### src/include/space_decode_pkg.sv
// Constants for the host-to-controller space decoder.
// Assumes a single 100 MHz core clock and an active-low async reset.
`default_nettype none

package space_decode_pkg;

	localparam int unsigned HOST_ADDR_W     = 32;
	localparam int unsigned MEM_ADDR_W      = 24;
	localparam int unsigned IO_ADDR_W       = 16;
	localparam int unsigned IO_BIT_SIXTEEN  = 16;
	localparam int unsigned REG_PAIR_SPAN_W = 1;

	// Region bases in the host map, taken above the passed address lines.
	localparam logic [7:0]  MEM_REGION_BASE = 8'h10;
	localparam logic [15:0] IO_REGION_BASE  = 16'h2000;
	localparam logic [15:0] REG_REGION_BASE = 16'h2001;

	// Index/data pair offsets inside the I/O space, chosen by a strap.
	localparam logic [15:0] PAIR_OFFSET_LOW  = 16'h03e0;
	localparam logic [15:0] PAIR_OFFSET_HIGH = 16'h03e2;

	// Settle time after a cycle start before selects may be used.
	localparam int unsigned SETTLE_NS    = 125;
	localparam int unsigned CLK_PERIOD_NS = 10;
	localparam int unsigned SETTLE_CYCLES =
		(SETTLE_NS + CLK_PERIOD_NS - 1) / CLK_PERIOD_NS;

	// System clock of nominally 8 MHz is a 12-cycle, 120 ns period enable.
	localparam int unsigned SYS_PERIOD_NS = 125;
	localparam int unsigned SYS_DIV_CYCLES = SYS_PERIOD_NS / CLK_PERIOD_NS;

	typedef enum logic [1:0] {
		SPACE_NONE,
		SPACE_IO,
		SPACE_MEM,
		SPACE_REG
	} space_type;

endpackage : space_decode_pkg

`default_nettype wire

### src/sys_tick_divider.sv
// One-cycle enable pulse at the nominal system clock rate.
// Assumes core_clk is the only clock; rst_b is async active low.
`default_nettype none

module sys_tick_divider
	import space_decode_pkg::*;
#(
	parameter int unsigned DIV = SYS_DIV_CYCLES
)
(
	// Clock and reset
	input  wire logic core_clk,
	input  wire logic rst_b,
	// Enable pulse
	output logic      sys_tick
);

	logic [7:0] count_r;
	logic [7:0] count_nxt;

	always_comb
	begin
		if (count_r == 8'(DIV - 1))
			count_nxt = 8'h00;
		else
			count_nxt = count_r + 8'h01;
	end

	always_ff @(posedge core_clk or negedge rst_b)
	begin
		if (!rst_b)
			count_r <= 8'h00;
		else
			count_r <= count_nxt;
	end

	assign sys_tick = (count_r == 8'(DIV - 1));

endmodule : sys_tick_divider

`default_nettype wire

### src/isa_space_address_decode.sv
// Host address decoder producing three active-low space selects.
// Assumes host address, strobe and strap are synchronous to core_clk.
//
// What this block does
// - Drive separate selects for I/O space, memory space and register space.
// - Memory select compares host address bits above the 24 passed lines.
// - I/O uses 16 lines; bit sixteen forced zero; upper bits decoded.
// - Register select yields an I/O cycle; it may be disabled.
// - Index/data pair sits at 3E0/3E1 or 3E2/3E3 by strap.
// - Timing derives from core_clk; a nominal 8 MHz system tick is divided from it.
// - Selects assert one cycle after strobe; decode_settled flags the settle wait from cycle start.
`default_nettype none

module isa_space_address_decode
	import space_decode_pkg::*;
#(
	parameter int unsigned ADDR_W = HOST_ADDR_W
)
(
	// Clock and reset
	input  wire logic              core_clk,
	input  wire logic              rst_b,
	// Host bus
	input  wire logic [ADDR_W-1:0] host_addr,
	input  wire logic              addr_strobe_n,
	// Configuration
	input  wire logic              reg_select_enable,
	input  wire logic              pair_strap_high,
	// Space selects, address bit sixteen, pair hit, settle flag and system tick
	output logic                   io_space_select_n,
	output logic                   memory_space_select_n,
	output logic                   ctrl_register_space_select_n,
	output logic                   io_addr_bit_sixteen,
	output logic                   index_pair_hit,
	output logic                   decode_settled,
	output logic                   sys_tick
);

	////////////////////////////////////////////////////////////////////////
	// Region decode
	//
	// The upper host address lines that the controller never sees pick the
	// region. Memory wins over I/O and I/O over the register page, although
	// the bases chosen here keep the three regions apart anyway.

	logic        mem_hit;
	logic        io_hit;
	logic        reg_hit;
	space_type   space_raw;
	logic        pair_raw;
	logic [15:0] pair_base;

	assign mem_hit =
		(host_addr[ADDR_W-1:MEM_ADDR_W] == MEM_REGION_BASE);
	assign io_hit =
		(host_addr[ADDR_W-1:IO_ADDR_W] == IO_REGION_BASE);
	// The register page can be switched off; it sits in its own region above I/O.
	assign reg_hit = reg_select_enable
		&& (host_addr[ADDR_W-1:IO_ADDR_W] == REG_REGION_BASE);

	always_comb
	begin
		space_raw = SPACE_NONE;
		if (mem_hit)
		begin
			space_raw = SPACE_MEM;
		end
		else if (io_hit)
		begin
			space_raw = SPACE_IO;
		end
		else if (reg_hit)
		begin
			space_raw = SPACE_REG;
		end
	end

	////////////////////////////////////////////////////////////////////////
	// Index and data pair decode
	//
	// The strap moves the pair between its two homes; the lowest address bit
	// then tells the index register from the data register.

	assign pair_base = pair_strap_high ? PAIR_OFFSET_HIGH
		: PAIR_OFFSET_LOW;

	// Register accesses hit the pair within the register region too.
	assign pair_raw = (space_raw == SPACE_IO || space_raw == SPACE_REG)
		&& host_addr[IO_ADDR_W-1:REG_PAIR_SPAN_W]
		== pair_base[IO_ADDR_W-1:REG_PAIR_SPAN_W];

	////////////////////////////////////////////////////////////////////////
	// Settle counter
	//
	// The count restarts whenever the strobe is high, so a new cycle never
	// inherits the settle time of the cycle before it. The bus logic that
	// issues the command strobes waits for the settled flag.

	logic [7:0] settle_r;
	logic [7:0] settle_nxt;
	logic       cycle_live;

	assign cycle_live = !addr_strobe_n;

	always_comb
	begin
		settle_nxt = settle_r;
		if (!cycle_live)
		begin
			settle_nxt = 8'h00;
		end
		else if (settle_r != 8'(SETTLE_CYCLES))
		begin
			settle_nxt = settle_r + 8'h01;
		end
	end

	always_ff @(posedge core_clk or negedge rst_b)
	begin
		if (!rst_b)
		begin
			settle_r <= 8'h00;
		end
		else
		begin
			settle_r <= settle_nxt;
		end
	end

	assign decode_settled = (settle_r == 8'(SETTLE_CYCLES));

	////////////////////////////////////////////////////////////////////////
	// Select, pair and address line next values
	//
	// Every select is fed from the one encoded space value, which keeps the
	// three mutually exclusive whatever the host address does. While the
	// strobe is high all of them fall back to their idle levels.

	localparam int unsigned N_SEL = 3;
	localparam space_type SEL_SPACE [N_SEL] =
		'{SPACE_IO, SPACE_MEM, SPACE_REG};

	logic [N_SEL-1:0] sel_n_r;
	logic [N_SEL-1:0] sel_n_nxt;
	logic             pair_r;
	logic             pair_nxt;
	logic             bit_sixteen_r;
	logic             bit_sixteen_nxt;

	for (genvar g = 0; g < N_SEL; g++)
	begin : g_sel
		assign sel_n_nxt[g] =
			!(cycle_live && space_raw == SEL_SPACE[g]);
	end : g_sel

	// Only a memory cycle carries host bit sixteen to the controller; the
	// I/O and register cycles see it held low.
	always_comb
	begin
		pair_nxt        = 1'b0;
		bit_sixteen_nxt = 1'b0;
		if (cycle_live)
		begin
			pair_nxt = pair_raw;
			if (space_raw == SPACE_MEM)
			begin
				bit_sixteen_nxt = host_addr[IO_BIT_SIXTEEN];
			end
		end
	end

	////////////////////////////////////////////////////////////////////////
	// Select, pair and address line registers

	always_ff @(posedge core_clk or negedge rst_b)
	begin
		if (!rst_b)
		begin
			sel_n_r       <= {N_SEL{1'b1}};
			pair_r        <= 1'b0;
			bit_sixteen_r <= 1'b0;
		end
		else
		begin
			sel_n_r       <= sel_n_nxt;
			pair_r        <= pair_nxt;
			bit_sixteen_r <= bit_sixteen_nxt;
		end
	end

	////////////////////////////////////////////////////////////////////////
	// Outputs
	//
	// All pins below come straight from flip-flops, so the controller sees
	// no decode glitches while the host address is still moving.

	assign io_space_select_n            = sel_n_r[0];
	assign memory_space_select_n        = sel_n_r[1];
	assign ctrl_register_space_select_n = sel_n_r[2];
	assign io_addr_bit_sixteen          = bit_sixteen_r;
	assign index_pair_hit               = pair_r;

	////////////////////////////////////////////////////////////////////////
	// System time base
	//
	// The tick paces the command timing of the bus logic. It runs freely
	// from reset and is not tied to the strobe.

	sys_tick_divider #(
		.DIV(SYS_DIV_CYCLES)
	) u_tick (
		.core_clk(core_clk),
		.rst_b   (rst_b),
		.sys_tick(sys_tick)
	);

endmodule : isa_space_address_decode

`default_nettype wire

### config.mk
export PLATFORM = sky130hd
export DESIGN_NAME = isa_space_address_decode
export DESIGN_NICKNAME = d
export VERILOG_FILES = /design/src/include/space_decode_pkg.sv /design/src/sys_tick_divider.sv /design/src/isa_space_address_decode.sv
export SDC_FILE = /design/constraint.sdc
export NUM_CORES = 1
export LEC_CHECK = 0
export ABC_AREA = 1
export BUFFER_PORTS_ARGS = -buffer_cell sky130_fd_sc_hd__buf_2
export CAP_MARGIN = 20
export CORE_MARGIN = 5
export CORE_UTILIZATION = 40
export CTS_CLUSTER_SIZE = 30
export DETAILED_ROUTE_END_ITERATION = 8
export PLACE_DENSITY = 0.69
export SETUP_SLACK_MARGIN = 0.4
export SYNTH_ARGS = -nofsm -noshare
export SYNTH_HDL_FRONTEND = slang
export SYNTH_HIERARCHICAL = 1
export SYNTH_SLANG_ARGS = --single-unit
### constraint.sdc
create_clock -name core_clk -period 1.45 [get_ports core_clk]
set_clock_uncertainty 0.2 [all_clocks]
set_input_delay 0.29 -clock core_clk [delete_from_list [all_inputs] [get_ports core_clk]]
set_output_delay 0.29 -clock core_clk [all_outputs]
set_load 0.02 [all_outputs]
==> qor.csv <==
stage,metric,value,unit
clocking,Clock Sinks,21,
place,pre-CTS worst setup slack,-6.35,ps
logic_synthesis,Ys Warns,6,
hold_path,Hold Path Class,input port to register,
drt,DRC,0,
cells_and_area,layout net count,274,
logic_synthesis,number of distinct library cells after synthesis,24,
setup_path,Setup crit start kind,register,
place,DP Wirelength,2000,um
sta,count of final hold-check violations,0,
sta,final-report max-slew violation count,0,
sta,Setup TNS,-705,ps
floorplan,Starting Density,40.8,%
setup_path,slowest stage cell on the critical path,dfrtp_1,
setup_path,Bufs and invs on worst path,2,
floorplan,Die X-Extent,65.1,um
drt,Routed Antenna Nets,0,
sta,Rel. slew slack,80.2,%
setup_path,CP arrival,1220,ps
sta,final setup fails,6,
global_route,first-pass GRT wire length,5120,um
drt,initial drt markers,21,
cells_and_area,final core occ,66.8,%
setup_path,Worst EP required,960,ps
cells_and_area,fraction of layout cells with a size suffix above 1,56.7,%
setup_path,critical path's largest stage delay,420,ps
status,failing checks,setup timing,
clocking,clk buf depth,2,
cells_and_area,"most common cell after layout, fill and taps aside",buf_2,
drt,routed via count,1266,
cells_and_area,most frequent cells in the layout,"buf_2, nand2_1, nor2_1",
power,P per Cell Area,546,nW/um2
clocking,CTS tree,yes,
setup_path,"Max FO, Critical Path",2,
global_route,initial antenna violation count,0,
logic_synthesis,Seq cells post-synth,21,
cells_and_area,Area Overhead vs Synth,63.8,%
clocking,clock root buffer,clkbuf_4,
setup_path,CP Capture Type,output port,
setup_path,critical path's top delay family,flip-flops,
power,Tot Pwr,1.09,mW
clocking,Num CTS Buffers,3,
clocking,worst skew pair latency,300,ps
cells_and_area,n_diodes,0,
global_route,largest net degree at the start of global routing,22,
global_route,vias in the first global route,1242,
logic_synthesis,sequential-to-total area share from yosys stat,43.6,%
clocking,clock-pin slew on the worst setup and hold paths,120,ps
sta,Final min period,1710,ps
sta,Slew @ Worst Pin,297,ps
power,VDD IR-drop max,281,uV
sta,period utilization,118,%
global_route,gr ovfl total,0,
floorplan,Die Height,65.1,um
drt,total length of routed wires,3170,um
sta,RSZ-0062 raised after global routing,true,
drt,TritonRoute pass-1 iters,4,
clocking,H-tree levels,1,
global_route,GRT Overall Usage,15.5,%
setup_path,worst path cell trace,inv_2 > ha_4 > nand2_4 > nor2_8 > buf_6,
floorplan,Core Box Area,2980,um2
sta,Final WS setup,-255,ps
logic_synthesis,post-synth net total,199,
floorplan,Site Rows,20,
setup_path,critical path type,register to output port,
floorplan,die area,4240,um2
drt,DR vias/cell,4.76,
sta,Max Clk Rate,0.586,GHz
drt,wire per inst,11.9,um
place,# port buffers,42,
floorplan,Ports,44,
logic_synthesis,Mapped Avg Cell Area,7.63,um2
logic_synthesis,Syn Std Cell Area,1210,um2
place,GP Congestion,0.722,
power,LEAKAGE,1.09,nW
logic_synthesis,Cells after Synth,159,
job,MaxCap Viol Count,0,
status,outcome,finished with violations,
-- final cells by class --
type / instances / area [um2]
Clock buffer: 3 / 22.5
Clock inverter: 1 / 5.00
Fill cell: 239 / 990
Inverter: 24 / 92.6
Multi-Input combinational cell: 114 / 793
Sequential cell: 21 / 531
Tap cell: 33 / 41.3
Timing Repair Buffer: 70 / 503
-- per-layer routing --
layer | wire length (um) | track usage, % | up-vias
li1 | - | - | 649
met1 | 1330 | 18.5 | 572
met2 | 1630 | 28.2 | 41
met3 | 176 | 1.73 | 4
met4 | 38 | 5.70 | 0
met5 | 0 | 0 | -
-- power breakdown --
| group | total, mW | switching (mW) | leakage (nW) | internal (mW) |
|---|---|---|---|---|
| Combinational | 0.202 | 0.0971 | 0.798 | 0.105 |
| Clock | 0.284 | 0.181 | 0.0177 | 0.103 |
| Sequential | 0.599 | 0.00621 | 0.275 | 0.593 |
| Total | 1.09 | 0.284 | 1.09 | 0.801 |
-- stage by stage --
stage               instances  area (um2)  hold slack [ps]
floorplan                 159        1280             -206
CTS                       261        1850            0.440
global route              266        1990             11.1
global placement          244        1600             70.9
detailed placement        244        1600             74.7
finish                    266        1990             8.97
-- registers in the layout, indices dropped and copies added, names as in the netlist --
| signal | count |
|---|---|
| index_pair_hit | 1 |
| io_addr_bit_sixteen | 1 |
| sel_n_r | 3 |
| settle_r | 8 |
| u_tick/count_r | 8 |
-- cells in the mapped netlist --
| cell type | n | share of area [%] |
|---|---|---|
| nor3_2 | 1 | 0.82 |
| nor3_1 | 4 | 1.6 |
| nand2_4 | 2 | 1.9 |
| or2_2 | 1 | 0.52 |
| nand4_1 | 6 | 3.1 |
| o21ai_1 | 2 | 0.82 |
| inv_2 | 2 | 0.62 |
| dfstp_2 | 3 | 6.5 |
| o21bai_1 | 1 | 0.62 |
| nor2_2 | 4 | 2.1 |
| nor2_8 | 1 | 1.6 |
| nor2_1 | 32 | 9.9 |
| inv_1 | 22 | 6.8 |
| nand2_2 | 2 | 1.0 |
| xor2_1 | 2 | 1.4 |
| xnor2_1 | 1 | 0.72 |
| o21ai_2 | 1 | 0.72 |
| nor2_4 | 2 | 1.9 |
| nand3_1 | 14 | 5.8 |
| dfrtp_1 | 18 | 37 |
| and2_1 | 1 | 0.52 |
| a21oi_1 | 3 | 1.2 |
| nand2_1 | 31 | 9.6 |
| ha_1 | 3 | 3.1 |
-- worst register-to-register path: stages (launching register included) --
cell and delay, ps:
dfrtp_1 420, buf_4 150, buf_6 130, ha_4 170
inv_4 70, nor2_2 40, xor2_1 140, nor3_1 180
-- worst paths after layout --
check                                  startpoint           endpoint  slack [ps]  cells after the start
worst max-delay path                  settle_r[1]     decode_settled        -260                      5
worst min-delay path                addr_strobe_n        settle_r[4]           9                      2
worst max register to register        settle_r[1]        settle_r[4]        -120                      7
worst min register to register  u_tick/count_r[7]  u_tick/count_r[7]         370                      3
max in group asynchronous                   rst_b         sel_n_r[0]         540                      2
min in group asynchronous                   rst_b        settle_r[5]         210                      2
-- cell families after synthesis --
kind of cell / synth area share [%]
simple gates: 40.3
buf+inv: 7.42
flops: 43.6
compound gates: 3.40
xor+xnor: 2.17
fa+ha+maj: 3.09
-- what timing repair did --
item | in CTS | in global routing
buffers inserted | 12 | 5
endpoints found under the setup margin | 23 | 46
resized for setup | 35 | 29
hold endpoints to repair | 18 | 0
pin swaps | 15 | 14
hold buffers | 1 | 0
(Power assumes the default switching activity.)
